**src/common/dgs_defs.svh**
```systemverilog
// Constants for the DDR edge I/O gearing and strobe delay block
// Behaviour
// - Left, right, top edges: SDR and DDR outputs.
// - Bottom edge: single data rate outputs only.
// - SDR data through one flop or latch.
// - DDR registers two inputs, latches one later.
// - Clocked mux alternates the two DDR values.
// - Gearbox registers four streams, serialises via clocks.
// - Gearing clocks move data into edge domain.
// - Left DLL banks 0,7,6; right 1,2,3.
// - DLL tracks drift, gives 7-bit code.
// - Pad strobe passes read/write strobe control.
// - Read strobe delayed 90 degrees to pads.
// - Read control sets capture clock polarity.
// - Gearbox mode makes transfer latch pulse.
// - Write control makes both gearing clocks.
// - Dynamic setting adds 128 write delay steps.
// - Setting MSB inverts strobe, half-cycle shift.
`ifndef DGS_DEFS_SVH
`define DGS_DEFS_SVH
`define DGS_ADDR_CTRL 12'h000
`define DGS_ADDR_DYN 12'h004
`define DGS_ADDR_STAT 12'h008
`define DGS_CTRL_RST 32'h0000_0000
`define DGS_DYN_RST 8'h00
`define DGS_RD_TAPS 128
`define DGS_WR_TAPS 256
`define DGS_PER_MAX 8'hff
`define DGS_F_LATCH 2
`define DGS_F_EDGE_LO 3
`define DGS_F_BANK_LO 5
`define DGS_F_EN 8
`define DGS_S_POL 7
`define DGS_S_LOCK 8
`define DGS_S_MODE_LO 9
`endif

```
**src/common/dgs_pkg.sv**
```systemverilog
// Types for the DDR edge I/O gearing and strobe delay block
package dgs_pkg;
  typedef enum logic [1:0] {DGS_SDR, DGS_DDR, DGS_GEAR, DGS_RSV} dgs_mode_t;
  typedef enum logic [1:0] {DGS_LEFT, DGS_RIGHT, DGS_TOP, DGS_BOTTOM} dgs_edge_t;
endpackage

```
**src/dgs_top.sv**
```systemverilog
// DDR edge I/O: output gearing, DLL strobe delay, read and write strobe control
//
// Chosen here: the APB interface to the registers and the placing of the registers.
`timescale 1ns/1ps
`include "dgs_defs.svh"
module dgs_top
  import dgs_pkg::*;
(
  // Clock and reset
  input wire logic clk,
  input wire logic rst_n,
  // APB slave
  input wire logic psel,
  input wire logic penable,
  input wire logic pwrite,
  input wire logic [11:0] paddr,
  input wire logic [31:0] pwdata,
  output logic [31:0] prdata,
  output logic pready,
  output logic pslverr,
  // Fabric data in {out_pos_data_a, out_neg_data_a, out_pos_data_b, out_neg_data_b}
  input wire logic out_pos_data_a,
  input wire logic out_neg_data_a,
  input wire logic out_pos_data_b,
  input wire logic out_neg_data_b,
  input wire logic in_valid,
  output logic in_ready,
  // Data pin
  output logic dq_out,
  output logic dq_oe_n,
  // Strobe pin
  input wire logic dqs_in,
  output logic dqs_out,
  output logic dqs_oe_n,
  // Strobe and gearing signals toward the I/O cells
  output logic write_gear_clk_a,
  output logic write_gear_clk_b,
  output logic read_strobe_delayed_clk,
  output logic capture_clock_polarity,
  output logic gearbox_transfer_latch,
  output logic write_strobe_clock
);

  function automatic dgs_mode_t eff_mode(input logic [1:0] req, input logic [1:0] edge_sel);
    dgs_mode_t m;
    m = dgs_mode_t'(req);
    if (m == DGS_RSV) begin
      m = DGS_SDR;
    end
    if (dgs_edge_t'(edge_sel) == DGS_BOTTOM) begin
      m = DGS_SDR;
    end else if (dgs_edge_t'(edge_sel) == DGS_TOP && m == DGS_GEAR) begin
      m = DGS_DDR;
    end
    return m;
  endfunction

  function automatic logic is_right(input logic [2:0] bank);
    return (bank == 3'h1) || (bank == 3'h2) || (bank == 3'h3);
  endfunction

  // Registers
  logic [31:0] ctrl_ff;
  logic [7:0] dynamic_delay_setting_ff;
  logic [31:0] prdata_ff;
  logic pready_ff;
  logic pslverr_ff;
  logic apb_acc;
  logic [31:0] stat_word;
  dgs_mode_t mode;
  logic side_r;
  logic en;

  assign apb_acc = psel && penable && pready_ff;
  assign en = ctrl_ff[`DGS_F_EN];
  assign mode = eff_mode(ctrl_ff[1:0], ctrl_ff[`DGS_F_EDGE_LO +: 2]);
  assign side_r = is_right(ctrl_ff[`DGS_F_BANK_LO +: 3]);

  always_ff @(posedge clk) begin
    if (!rst_n) begin
      pready_ff <= 1'b0;
    end else begin
      pready_ff <= psel && penable && !pready_ff;
    end
  end

  always_ff @(posedge clk) begin
    if (!rst_n) begin
      prdata_ff <= 32'h0;
      pslverr_ff <= 1'b0;
    end else if (psel && penable && !pready_ff) begin
      prdata_ff <= 32'h0;
      pslverr_ff <= 1'b0;
      if (paddr == `DGS_ADDR_CTRL) begin
        prdata_ff <= pwrite ? 32'h0 : ctrl_ff;
      end else if (paddr == `DGS_ADDR_DYN) begin
        prdata_ff <= pwrite ? 32'h0 : {24'h0, dynamic_delay_setting_ff};
      end else if (paddr == `DGS_ADDR_STAT) begin
        prdata_ff <= pwrite ? 32'h0 : stat_word;
        pslverr_ff <= pwrite;
      end else begin
        pslverr_ff <= 1'b1;
      end
    end
  end

  always_ff @(posedge clk) begin
    if (!rst_n) begin
      ctrl_ff <= `DGS_CTRL_RST;
      dynamic_delay_setting_ff <= `DGS_DYN_RST;
    end else if (apb_acc && pwrite) begin
      if (paddr == `DGS_ADDR_CTRL) begin
        ctrl_ff <= {23'h0, pwdata[8:0]};
      end else if (paddr == `DGS_ADDR_DYN) begin
        dynamic_delay_setting_ff <= pwdata[7:0];
      end
    end
  end

  // Two-entry buffer ahead of the serialiser
  logic [3:0] buf_mem [2];
  logic wr_ptr_ff;
  logic rd_ptr_ff;
  logic [1:0] cnt_ff;
  logic in_ready_ff;
  logic push;
  logic pop;
  logic [3:0] head;
  logic [1:0] nxt_cnt;

  assign push = in_valid && in_ready_ff;
  assign head = buf_mem[rd_ptr_ff];

  always_comb begin
    nxt_cnt = cnt_ff;
    if (push && !pop) begin
      nxt_cnt = cnt_ff + 2'h1;
    end else if (pop && !push) begin
      nxt_cnt = cnt_ff - 2'h1;
    end
  end

  always_ff @(posedge clk) begin
    if (!rst_n) begin
      wr_ptr_ff <= 1'b0;
      rd_ptr_ff <= 1'b0;
      cnt_ff <= 2'h0;
      in_ready_ff <= 1'b0;
    end else begin
      wr_ptr_ff <= wr_ptr_ff ^ push;
      rd_ptr_ff <= rd_ptr_ff ^ pop;
      cnt_ff <= nxt_cnt;
      in_ready_ff <= nxt_cnt != 2'h2;
    end
  end

  always_ff @(posedge clk) begin
    if (push) begin
      buf_mem[wr_ptr_ff] <= {out_pos_data_a, out_neg_data_a, out_pos_data_b, out_neg_data_b};
    end
  end

  // Gearing clocks: {b, a} walk the serialiser phase
  logic gclk_a_ff;
  logic gclk_b_ff;
  logic [1:0] ph;

  assign ph = {gclk_b_ff, gclk_a_ff};

  always_ff @(posedge clk) begin
    if (!rst_n) begin
      gclk_a_ff <= 1'b0;
      gclk_b_ff <= 1'b0;
    end else begin
      gclk_a_ff <= !gclk_a_ff;
      gclk_b_ff <= gclk_b_ff ^ gclk_a_ff;
    end
  end

  // Output register block
  logic [3:0] gear_ff;
  logic [1:0] hold_ff;
  logic dq_out_ff;
  logic dq_oe_n_ff;
  logic word_vld_ff;
  logic slot;

  always_comb begin
    if (mode == DGS_SDR) begin
      // Latch mode takes a word only in the transparent half
      slot = !ctrl_ff[`DGS_F_LATCH] || gclk_a_ff;
    end else if (mode == DGS_DDR) begin
      slot = !ph[0];
    end else begin
      slot = ph == 2'h0;
    end
  end

  assign pop = en && slot && (cnt_ff != 2'h0);

  always_ff @(posedge clk) begin
    if (!rst_n) begin
      gear_ff <= 4'h0;
      word_vld_ff <= 1'b0;
    end else if (slot) begin
      if (pop) begin
        gear_ff <= head;
      end
      word_vld_ff <= pop;
    end
  end

  always_ff @(posedge clk) begin
    if (!rst_n) begin
      hold_ff <= 2'h0;
    end else if ((mode == DGS_DDR && ph[0]) || (mode == DGS_GEAR && ph == 2'h1)) begin
      hold_ff[0] <= gear_ff[1];
      hold_ff[1] <= (mode == DGS_DDR) ? gear_ff[2] : gear_ff[0];
    end
  end

  always_ff @(posedge clk) begin
    if (!rst_n) begin
      dq_out_ff <= 1'b0;
    end else if (mode == DGS_SDR) begin
      if (!ctrl_ff[`DGS_F_LATCH] && pop) begin
        dq_out_ff <= head[3];
      end else if (ctrl_ff[`DGS_F_LATCH] && gclk_a_ff && pop) begin
        dq_out_ff <= head[3];
      end
    end else if (mode == DGS_DDR) begin
      dq_out_ff <= ph[0] ? gear_ff[3] : hold_ff[1];
    end else begin
      case (ph)
        2'h1: dq_out_ff <= gear_ff[3];
        2'h2: dq_out_ff <= gear_ff[2];
        2'h3: dq_out_ff <= hold_ff[0];
        default: dq_out_ff <= hold_ff[1];
      endcase
    end
  end

  always_ff @(posedge clk) begin
    if (!rst_n) begin
      dq_oe_n_ff <= 1'b1;
    end else begin
      dq_oe_n_ff <= !(en && (word_vld_ff || pop));
    end
  end

  // Strobe pin synchroniser
  logic dqs_s1_ff;
  logic dqs_s2_ff;
  logic dqs_s3_ff;
  logic dqs_rise;

  always_ff @(posedge clk) begin
    if (!rst_n) begin
      dqs_s1_ff <= 1'b0;
      dqs_s2_ff <= 1'b0;
      dqs_s3_ff <= 1'b0;
    end else begin
      dqs_s1_ff <= dqs_in;
      dqs_s2_ff <= dqs_s1_ff;
      dqs_s3_ff <= dqs_s2_ff;
    end
  end

  assign dqs_rise = dqs_s2_ff && !dqs_s3_ff;

  // Delay-locked loops, one per side, stepping toward a quarter period
  logic [7:0] per_cnt_ff;
  logic [6:0] code_ff [2];
  logic [6:0] target;
  logic [6:0] dll_delay_code;
  logic lock_ff;

  assign target = {1'b0, per_cnt_ff[7:2]};
  assign dll_delay_code = code_ff[side_r];

  always_ff @(posedge clk) begin
    if (!rst_n || dqs_rise) begin
      per_cnt_ff <= 8'h1;
    end else if (per_cnt_ff != `DGS_PER_MAX) begin
      per_cnt_ff <= per_cnt_ff + 8'h1;
    end
  end

  for (genvar s = 0; s < 2; s++) begin : g_dll
    always_ff @(posedge clk) begin
      if (!rst_n) begin
        code_ff[s] <= 7'h0;
      end else if (dqs_rise && side_r == 1'(s)) begin
        if (code_ff[s] < target) begin
          code_ff[s] <= code_ff[s] + 7'h1;
        end else if (code_ff[s] > target) begin
          code_ff[s] <= code_ff[s] - 7'h1;
        end
      end
    end
  end

  always_ff @(posedge clk) begin
    if (!rst_n) begin
      lock_ff <= 1'b0;
    end else if (dqs_rise) begin
      lock_ff <= dll_delay_code == target;
    end
  end

  // Read strobe control
  logic [`DGS_RD_TAPS-1:0] rd_line_ff;
  logic rd_dly_ff;
  logic rd_dly_q_ff;
  logic pol_ff;
  logic xfer_ff;
  logic xfer_tog_ff;
  logic rd_rise;

  assign rd_rise = rd_dly_ff && !rd_dly_q_ff;

  always_ff @(posedge clk) begin
    if (!rst_n) begin
      rd_line_ff <= '0;
      rd_dly_ff <= 1'b0;
      rd_dly_q_ff <= 1'b0;
    end else begin
      rd_line_ff <= {rd_line_ff[`DGS_RD_TAPS-2:0], dqs_s2_ff};
      rd_dly_ff <= rd_line_ff[dll_delay_code];
      rd_dly_q_ff <= rd_dly_ff;
    end
  end

  always_ff @(posedge clk) begin
    if (!rst_n) begin
      pol_ff <= 1'b0;
    end else if (rd_rise) begin
      pol_ff <= gclk_a_ff;
    end
  end

  always_ff @(posedge clk) begin
    if (!rst_n) begin
      xfer_ff <= 1'b0;
      xfer_tog_ff <= 1'b0;
    end else begin
      xfer_tog_ff <= xfer_tog_ff ^ rd_rise;
      xfer_ff <= rd_rise && xfer_tog_ff && mode == DGS_GEAR;
    end
  end

  // Write strobe control
  logic [`DGS_WR_TAPS-1:0] wr_line_ff;
  logic [7:0] wr_tap;
  logic wstrobe_ff;
  logic dqs_out_ff;
  logic dqs_oe_n_ff;

  assign wr_tap = {1'b0, dll_delay_code} + {1'b0, dynamic_delay_setting_ff[6:0]};

  always_ff @(posedge clk) begin
    if (!rst_n) begin
      wr_line_ff <= '0;
      wstrobe_ff <= 1'b0;
    end else begin
      wr_line_ff <= {wr_line_ff[`DGS_WR_TAPS-2:0], gclk_a_ff};
      wstrobe_ff <= wr_line_ff[wr_tap] ^ dynamic_delay_setting_ff[7];
    end
  end

  always_ff @(posedge clk) begin
    if (!rst_n) begin
      dqs_out_ff <= 1'b0;
      dqs_oe_n_ff <= 1'b1;
    end else begin
      dqs_out_ff <= wstrobe_ff;
      dqs_oe_n_ff <= dq_oe_n_ff;
    end
  end

  assign stat_word = {21'h0, mode, lock_ff, pol_ff, dll_delay_code};

  assign prdata = prdata_ff;
  assign pready = pready_ff;
  assign pslverr = pslverr_ff;
  assign in_ready = in_ready_ff;
  assign dq_out = dq_out_ff;
  assign dq_oe_n = dq_oe_n_ff;
  assign dqs_out = dqs_out_ff;
  assign dqs_oe_n = dqs_oe_n_ff;
  assign write_gear_clk_a = gclk_a_ff;
  assign write_gear_clk_b = gclk_b_ff;
  assign read_strobe_delayed_clk = rd_dly_ff;
  assign capture_clock_polarity = pol_ff;
  assign gearbox_transfer_latch = xfer_ff;
  assign write_strobe_clock = wstrobe_ff;
endmodule

```
**config.mk**
```make
export PLATFORM = sky130hd
export DESIGN_NAME = dgs_top
export DESIGN_NICKNAME = d
export VERILOG_FILES = /design/src/common/dgs_pkg.sv /design/src/dgs_top.sv
export VERILOG_INCLUDE_DIRS = /design/src /design/src/common
export SDC_FILE = /design/constraint.sdc
export NUM_CORES = 1
export LEC_CHECK = 0
export BUFFER_PORTS_ARGS = -buffer_cell sky130_fd_sc_hd__buf_4
export CORE_UTILIZATION = 42
export DETAILED_ROUTE_END_ITERATION = 10
export GPL_TIMING_DRIVEN = 0
export PLACE_DENSITY = 0.65
export SLEW_MARGIN = 5
export SYNTH_ARGS = -nofsm -noshare
export SYNTH_HDL_FRONTEND = slang
export SYNTH_SLANG_ARGS = --single-unit
```
**constraint.sdc**
```tcl
create_clock -name clk -period 3.8 [get_ports clk]
set_clock_uncertainty 0.05 [all_clocks]
set_input_delay 0.38 -clock clk [delete_from_list [all_inputs] [get_ports clk]]
set_output_delay 0.38 -clock clk [all_outputs]
set_load 0.02 [all_outputs]
```
== Yosys cells after proc, flatten, opt, wreduce, memory -nomap -nowiden ==
Memory sizes are Yosys's and may differ from the RTL's. A register that Yosys moved wholly into a read port is not among the register bits.
Index checks and enable logic that the tools add are counted.
Operators by class
  add/sub/neg operators: 8
  bitwise gates (word level): 11
  order comparisons: 6
  eq/ne operators: 18
  multiply operators: 0
  shift operators: 0
  divide/modulo/power cells: 0
  multiplexer cells: 53
  reductions and logical operators: 44
Operators by type and width (count)
  two-way mux 11 bit: 4
  two-way mux 1 bit: 35
  two-way mux 7 bit: 4
  logical AND 1 bit: 22
  adder 7 x 1 -> 7 bit, second input constant: 2
  == test 2 bit, second input constant: 7
  greater-than comparator 7 x 6 -> 1 bit: 2
  less-than comparator 7 x 6 -> 1 bit: 2
  subtractor 7 x 1 -> 7 bit, second input constant: 2
  == test 12 x 3 -> 1 bit, second input constant: 1
  == test 12 x 4 -> 1 bit, second input constant: 1
  logical NOT 12 bit: 1
  two-way mux 2 bit: 5
  logical NOT 1 bit: 9
  less-than comparator 8 x 9 -> 1 bit, second input constant: 1
  two-way mux 9 bit: 1
  adder 7 x 7 -> 8 bit: 1
  adder 8 x 1 -> 8 bit, second input constant: 1
  binary-select mux 1 bit (select 8 bit): 1
  less-than comparator 7 x 8 -> 1 bit, second input constant: 1
  two-way mux 8 bit: 1
  inequality test 8 bit, second input constant: 1
  binary-select mux 1 bit (select 7 bit): 1
  == test 7 x 6 -> 1 bit: 1
  other kinds (16): 33
Storage, ports and cells
  memories kept: 2
  input port bits: 55
  output and inout port bits: 45
  RAM bits: 22
  register bits after elaboration: 471
  latch bits: 0
  memory bits (read-only): 0
Memories
  code_ff: depth 2, width 7, read ports 3, clocked after memory_dff 0, wr ports 2, RTL line dgs_top.sv:273  | logic [6:0] code_ff [2];
  buf_mem: depth 2, width 4, read ports 1, clocked after memory_dff 1, wr ports 1, RTL line dgs_top.sv:121  | logic [3:0] buf_mem [2];

== Longest topological paths before layout ==
  word-level depth: 15
  gate-level depth with buffers: 19

== Worst setup path before layout ==
OpenSTA, ideal clock, no wires.
  kind: register to register
  start point: reg ctrl_ff[5]
  end point: reg wstrobe_ff, in the netlist write_strobe_clock
  stages on the path, launching flop included: 18
  buffers on the path: 4
  path slack: -0.163 ns
  data arrival time: 3.790 ns
  cells stage by stage: dfxtp_1 -> o21bai_4 -> nor2_1 -> a21oi_2 -> buf_6 -> inv_2 -> clkbuf_1 -> ha_1 -> fa_1 -> buf_4 -> buf_4 -> mux4_2 -> mux4_2 -> nor2_1 -> a2bb2oi_1 -> o2111a_1 -> a211oi_2 -> mux2i_1
On the way
  word-level cells in the longest chain between the ends: 8
  elaborated cells on any way between the ends: 10
Ends and longest elaborated chain
  start: declaration: RTL line dgs_top.sv:63  | logic [31:0] ctrl_ff;
  start signal: assignment: RTL line dgs_top.sv:109  | ctrl_ff <= `DGS_CTRL_RST;
  start signal: assignment: RTL line dgs_top.sv:113  | ctrl_ff <= {23'h0, pwdata[8:0]};
  == test 3 x 1 -> 1 bit / == test 3 x 2 -> 1 bit (equally long branches): RTL line dgs_top.sv:59  | return (bank == 3'h1) || (bank == 3'h2) || (bank == 3'h3);
  logical OR 1 bit: RTL line dgs_top.sv:59
  logical OR 1 bit *: RTL line dgs_top.sv:59
  memory read (2 x 7 bit) *
  adder 7 x 7 -> 8 bit *: RTL line dgs_top.sv:359  | assign wr_tap = {1'b0, dll_delay_code} + {1'b0, dynamic_delay_setting_ff[6:0]};
  binary-select mux 1 bit (select 8 bit) *: RTL line dgs_top.sv:367  | wstrobe_ff <= wr_line_ff[wr_tap] ^ dynamic_delay_setting_ff[7];
  two-way mux 1 bit (implied by the code) *: RTL line dgs_top.sv:367
  bitwise XOR 1 bit *: RTL line dgs_top.sv:367
  end signal: assignment: RTL line dgs_top.sv:367
  end: declaration: RTL line dgs_top.sv:355  | logic wstrobe_ff;
Mark *: on every way between the ends. The rest lies on a longest branch, timed or not. The select of a mux whose other input is x is not followed.
A chain may end at the register's enable or synchronous reset.

== Worst setup path in the final report ==
  start point: reg ctrl_ff[6]
  end point: reg wstrobe_ff, in the netlist write_strobe_clock
Same word-level chain as after synthesis.

==> flow_summary.ini <==
[clocking]
insertion_delay_ns = 0.60
clock-root-buffer = clkbuf_16
cts_tree = yes
htreeDepth = 2
numCtsBuffers = 49
clk_pin_slew_ns = 0.06
cts_buffer_depth = 3
cts_sinks = 472

[yosys]
synth_cell_type_count = 79
synthXorXnorAreaFrac = 0.00989
ys_seq_area_frac = 0.520
yosys_warnings = 0
synthesis.area_um2 = 18600
synth_top_family_by_area = simple AND/OR/NAND/NOR gates
synthArstFlopShare = 0
synth-seq-cells = 472
synth.area.mux_share = 0.127
yosys.area_share.simple = 0.212
synth_edf_count = 22
synth_adder_area_share = 0.0264
avgSynthCellArea_um2 = 11.0
synth_compound_area_frac = 0.0644
ys.flop_type = dfxtp_1
syn_inst = 1696

[layout]
syn_to_final_growth_pct = 18.3
fin_nets = 1940
final_cell_mix = 448 x dfxtp_1, 398 x and2_1, 111 x nor2_1
diodes = 0
layout_commonest_cell = dfxtp_1
layout.cells.non_filler = 2471
finish.instance_area_um2 = 22000
layout-drive-gt1-share = 0.165

[drt]
vias_per_cell = 5.07
initialDrtViolationCount = 770
dr.pass1.iters = 5
wire_per_inst_um = 17.3
drcViolationCount = 0
num_vias = 12500
antenna_left = 0
totalWireLength_mm = 42.8

[placement]
io_buffers = 54
dp.cells = 2355
dpl_cell_area_um2 = 19900
hpwl_mm = 29.3
place_ws_ns = -1.34
gp_congestion = 0.856

[setup_path]
crit_required_ns = 4.22
critPathKind = register to register
crit_path_frequent_cell = buf_12
critical_path.max_fanout = 8
worstPathArrival_ns = 4.38
slowest_stage = fa_2
cp_top_family = multiplexers
critPathBufInv = 4
crit_chain = o21bai_4 > nor2_4 > a21oi_4 > buf_12 > inv_16 > ha_4 > fa_2 > buf_12 > buf_12 > mux4_2 > mux4_2 > nor2_2 > a2bb2oi_1 > o2111a_1 > a211oi_4 > mux2i_4
slowest_delay_ns = 0.60
start_kind = register
cp-end-kind = register

[sta]
setup_viol = 1
tns_ns = -0.153
fin_crit_sh = 1.04
final_max_slew_viol_count = 0
fin_ws_ns = -0.153
rsz0062_at_grt = yes
worstMarginPinSlew_ns = 0.869
finalCriticalPeriod_ns = 3.95
slew_headroom = 0.417
fmax_mhz = 253
hold_violations = 0

[global_route]
grt_first_pass_wirelength_mm = 67.4
overflow = 0
grt_max_degree = 20
grt_pass1_vias = 12500
grtUsageTotal = 0.191
grt_antenna_before_repair = 0

[die]
die_h_um = 212
coreArea_um2 = 43400
rows = 76
die_x_um = 212
dieArea_um2 = 45100
ios = 100
start_util = 0.429

[run_status]
outcome = finished with violations
violations = negative setup slack

[power_and_ir_drop]
switching_power_w = 0.00257
pwr-share-comb = 0.082
sw_frac_of_total = 0.241
p_int_w = 0.00809
clockPowerShare = 0.442
irDropWorstVdd_v = 0.000364
report.power.total_w = 0.0107
p_seq_frac = 0.477
leakage_nw = 8.81
power_density_nw_per_um2 = 485

[min_path]
hold_path.class = input pin to register

[run]
max_cap_viol_count = 0
[state kept, by name, summed over array words and instances, names as in the netlist, 2 cells and up, named ones only]
| register | count |
|---|---|
| hold_ff | 2 |
| code_ff | 14 |
| dynamic_delay_setting_ff | 8 |
| ctrl_ff | 9 |
| wr_line_ff | 256 |
| cnt_ff | 2 |
| per_cnt_ff | 8 |
| buf_mem | 8 |
| prdata | 11 |
| rd_line_ff | 128 |
| gear_ff | 4 |
[per-stage QoR]
step	hold slack (ns)	utilization
after floorplan	0.338	-
after global placement	0.369	0.458
after detailed placement	0.370	0.458
after CTS	0.0114	0.505
after global routing	0.0362	0.507
final	0.0423	0.507
[worst register-to-register path, stage by stage (launching register included)]
cell	delay, ns
dfxtp_2	0.34
o21bai_4	0.26
nor2_4	0.06
a21oi_4	0.20
buf_12	0.16
inv_16	0.05
ha_4	0.15
fa_2	0.60
buf_12	0.19
buf_12	0.16
mux4_2	0.29
mux4_2	0.53
nor2_2	0.11
a2bb2oi_1	0.17
o2111a_1	0.25
a211oi_4	0.06
mux2i_4	0.21
[cell families after synthesis]
group,Yosys count
AND/OR/NAND/NOR,719
flip-flops,472
AO/OA/AOI/OAI,160
buffers and inverters,146
multiplexers,139
adder cells (fa/ha/maj),38
XOR/XNOR,21
other,1
[power groups by stage]
stage          sequential [W]  clock (W)  combinational, W
2_1_floorplan         0.00519          0          0.000522
3_3_place_gp          0.00518          0          0.000779
3_5_place_dp          0.00519          0          0.000793
4_1_cts               0.00508    0.00481          0.000857
5_1_grt               0.00508    0.00502          0.000936
6_report              0.00508    0.00471          0.000871
[cells in the mapped netlist (11+ instances only)]
| master | n | area [um2] |
|---|---|---|
| buf_4 | 29 | 218 |
| a21oi_1 | 40 | 200 |
| mux2i_1 | 56 | 561 |
| a31oi_1 | 20 | 125 |
| xnor2_1 | 17 | 149 |
| inv_1 | 24 | 90.1 |
| and2_1 | 398 | 2490 |
| nand2_1 | 108 | 405 |
| edfxtp_1 | 22 | 661 |
| buf_2 | 15 | 75.1 |
| ha_1 | 36 | 450 |
| o221ai_1 | 15 | 131 |
| nand3_1 | 21 | 105 |
| clkbuf_1 | 63 | 236 |
| mux4_2 | 65 | 1460 |
| dfxtp_1 | 450 | 9010 |
| nor2_1 | 114 | 428 |
| nor3_1 | 11 | 55.1 |
| and3_1 | 13 | 81.3 |
[final cells by class]
type                       instances  area, um2
buffer                           113        714
clock buffer                      76       1480
clock inverter                    14        119
fill                            3920      21400
inverter                          26        116
multi-input combinational       1099       8470
sequential                       472       9670
tap                              585        732
timing repair buffer              86        694
[metal layers]
| layer | vias to the layer above | track usage | part of all wire | wire (um) |
|---|---|---|---|---|
| met1 | 6072 | 0.247 | 0.45 | 19200 |
| met4 | 0 | 0.0692 | 0.029 | 1240 |
| met2 | 287 | 0.316 | 0.47 | 20000 |
| met3 | 85 | 0.0388 | 0.054 | 2320 |
| met5 | - | 0 | 0 | 0 |
| li1 | 6088 | - | - | - |
[path summary, 6_finish.rpt]
| check | start | end | slack (ns) | cells past startpoint |
|---|---|---|---|---|
| worst max-delay path | ctrl_ff[6] | write_strobe_clock | -0.15 | 16 |
| worst min register to register | wr_line_ff[145] | wr_line_ff[146] | 0.39 | 1 |
| worst min-delay path | pwdata[7] | ctrl_ff[7] | 0.04 | 3 |
| worst max register to register | ctrl_ff[6] | write_strobe_clock | -0.15 | 16 |
[repair_timing]
action | 4_1_cts | 5_1_grt
gates resized for setup | 51 | 12
endpoints found under the hold margin | 23 | 0
pin swaps | 15 | 5
buffers inserted | 16 | 3
gates cloned | 1 | 0
hold buffers | 13 | 0
endpoints found under the setup margin | 3 | 2
(Power assumes the default switching activity.)
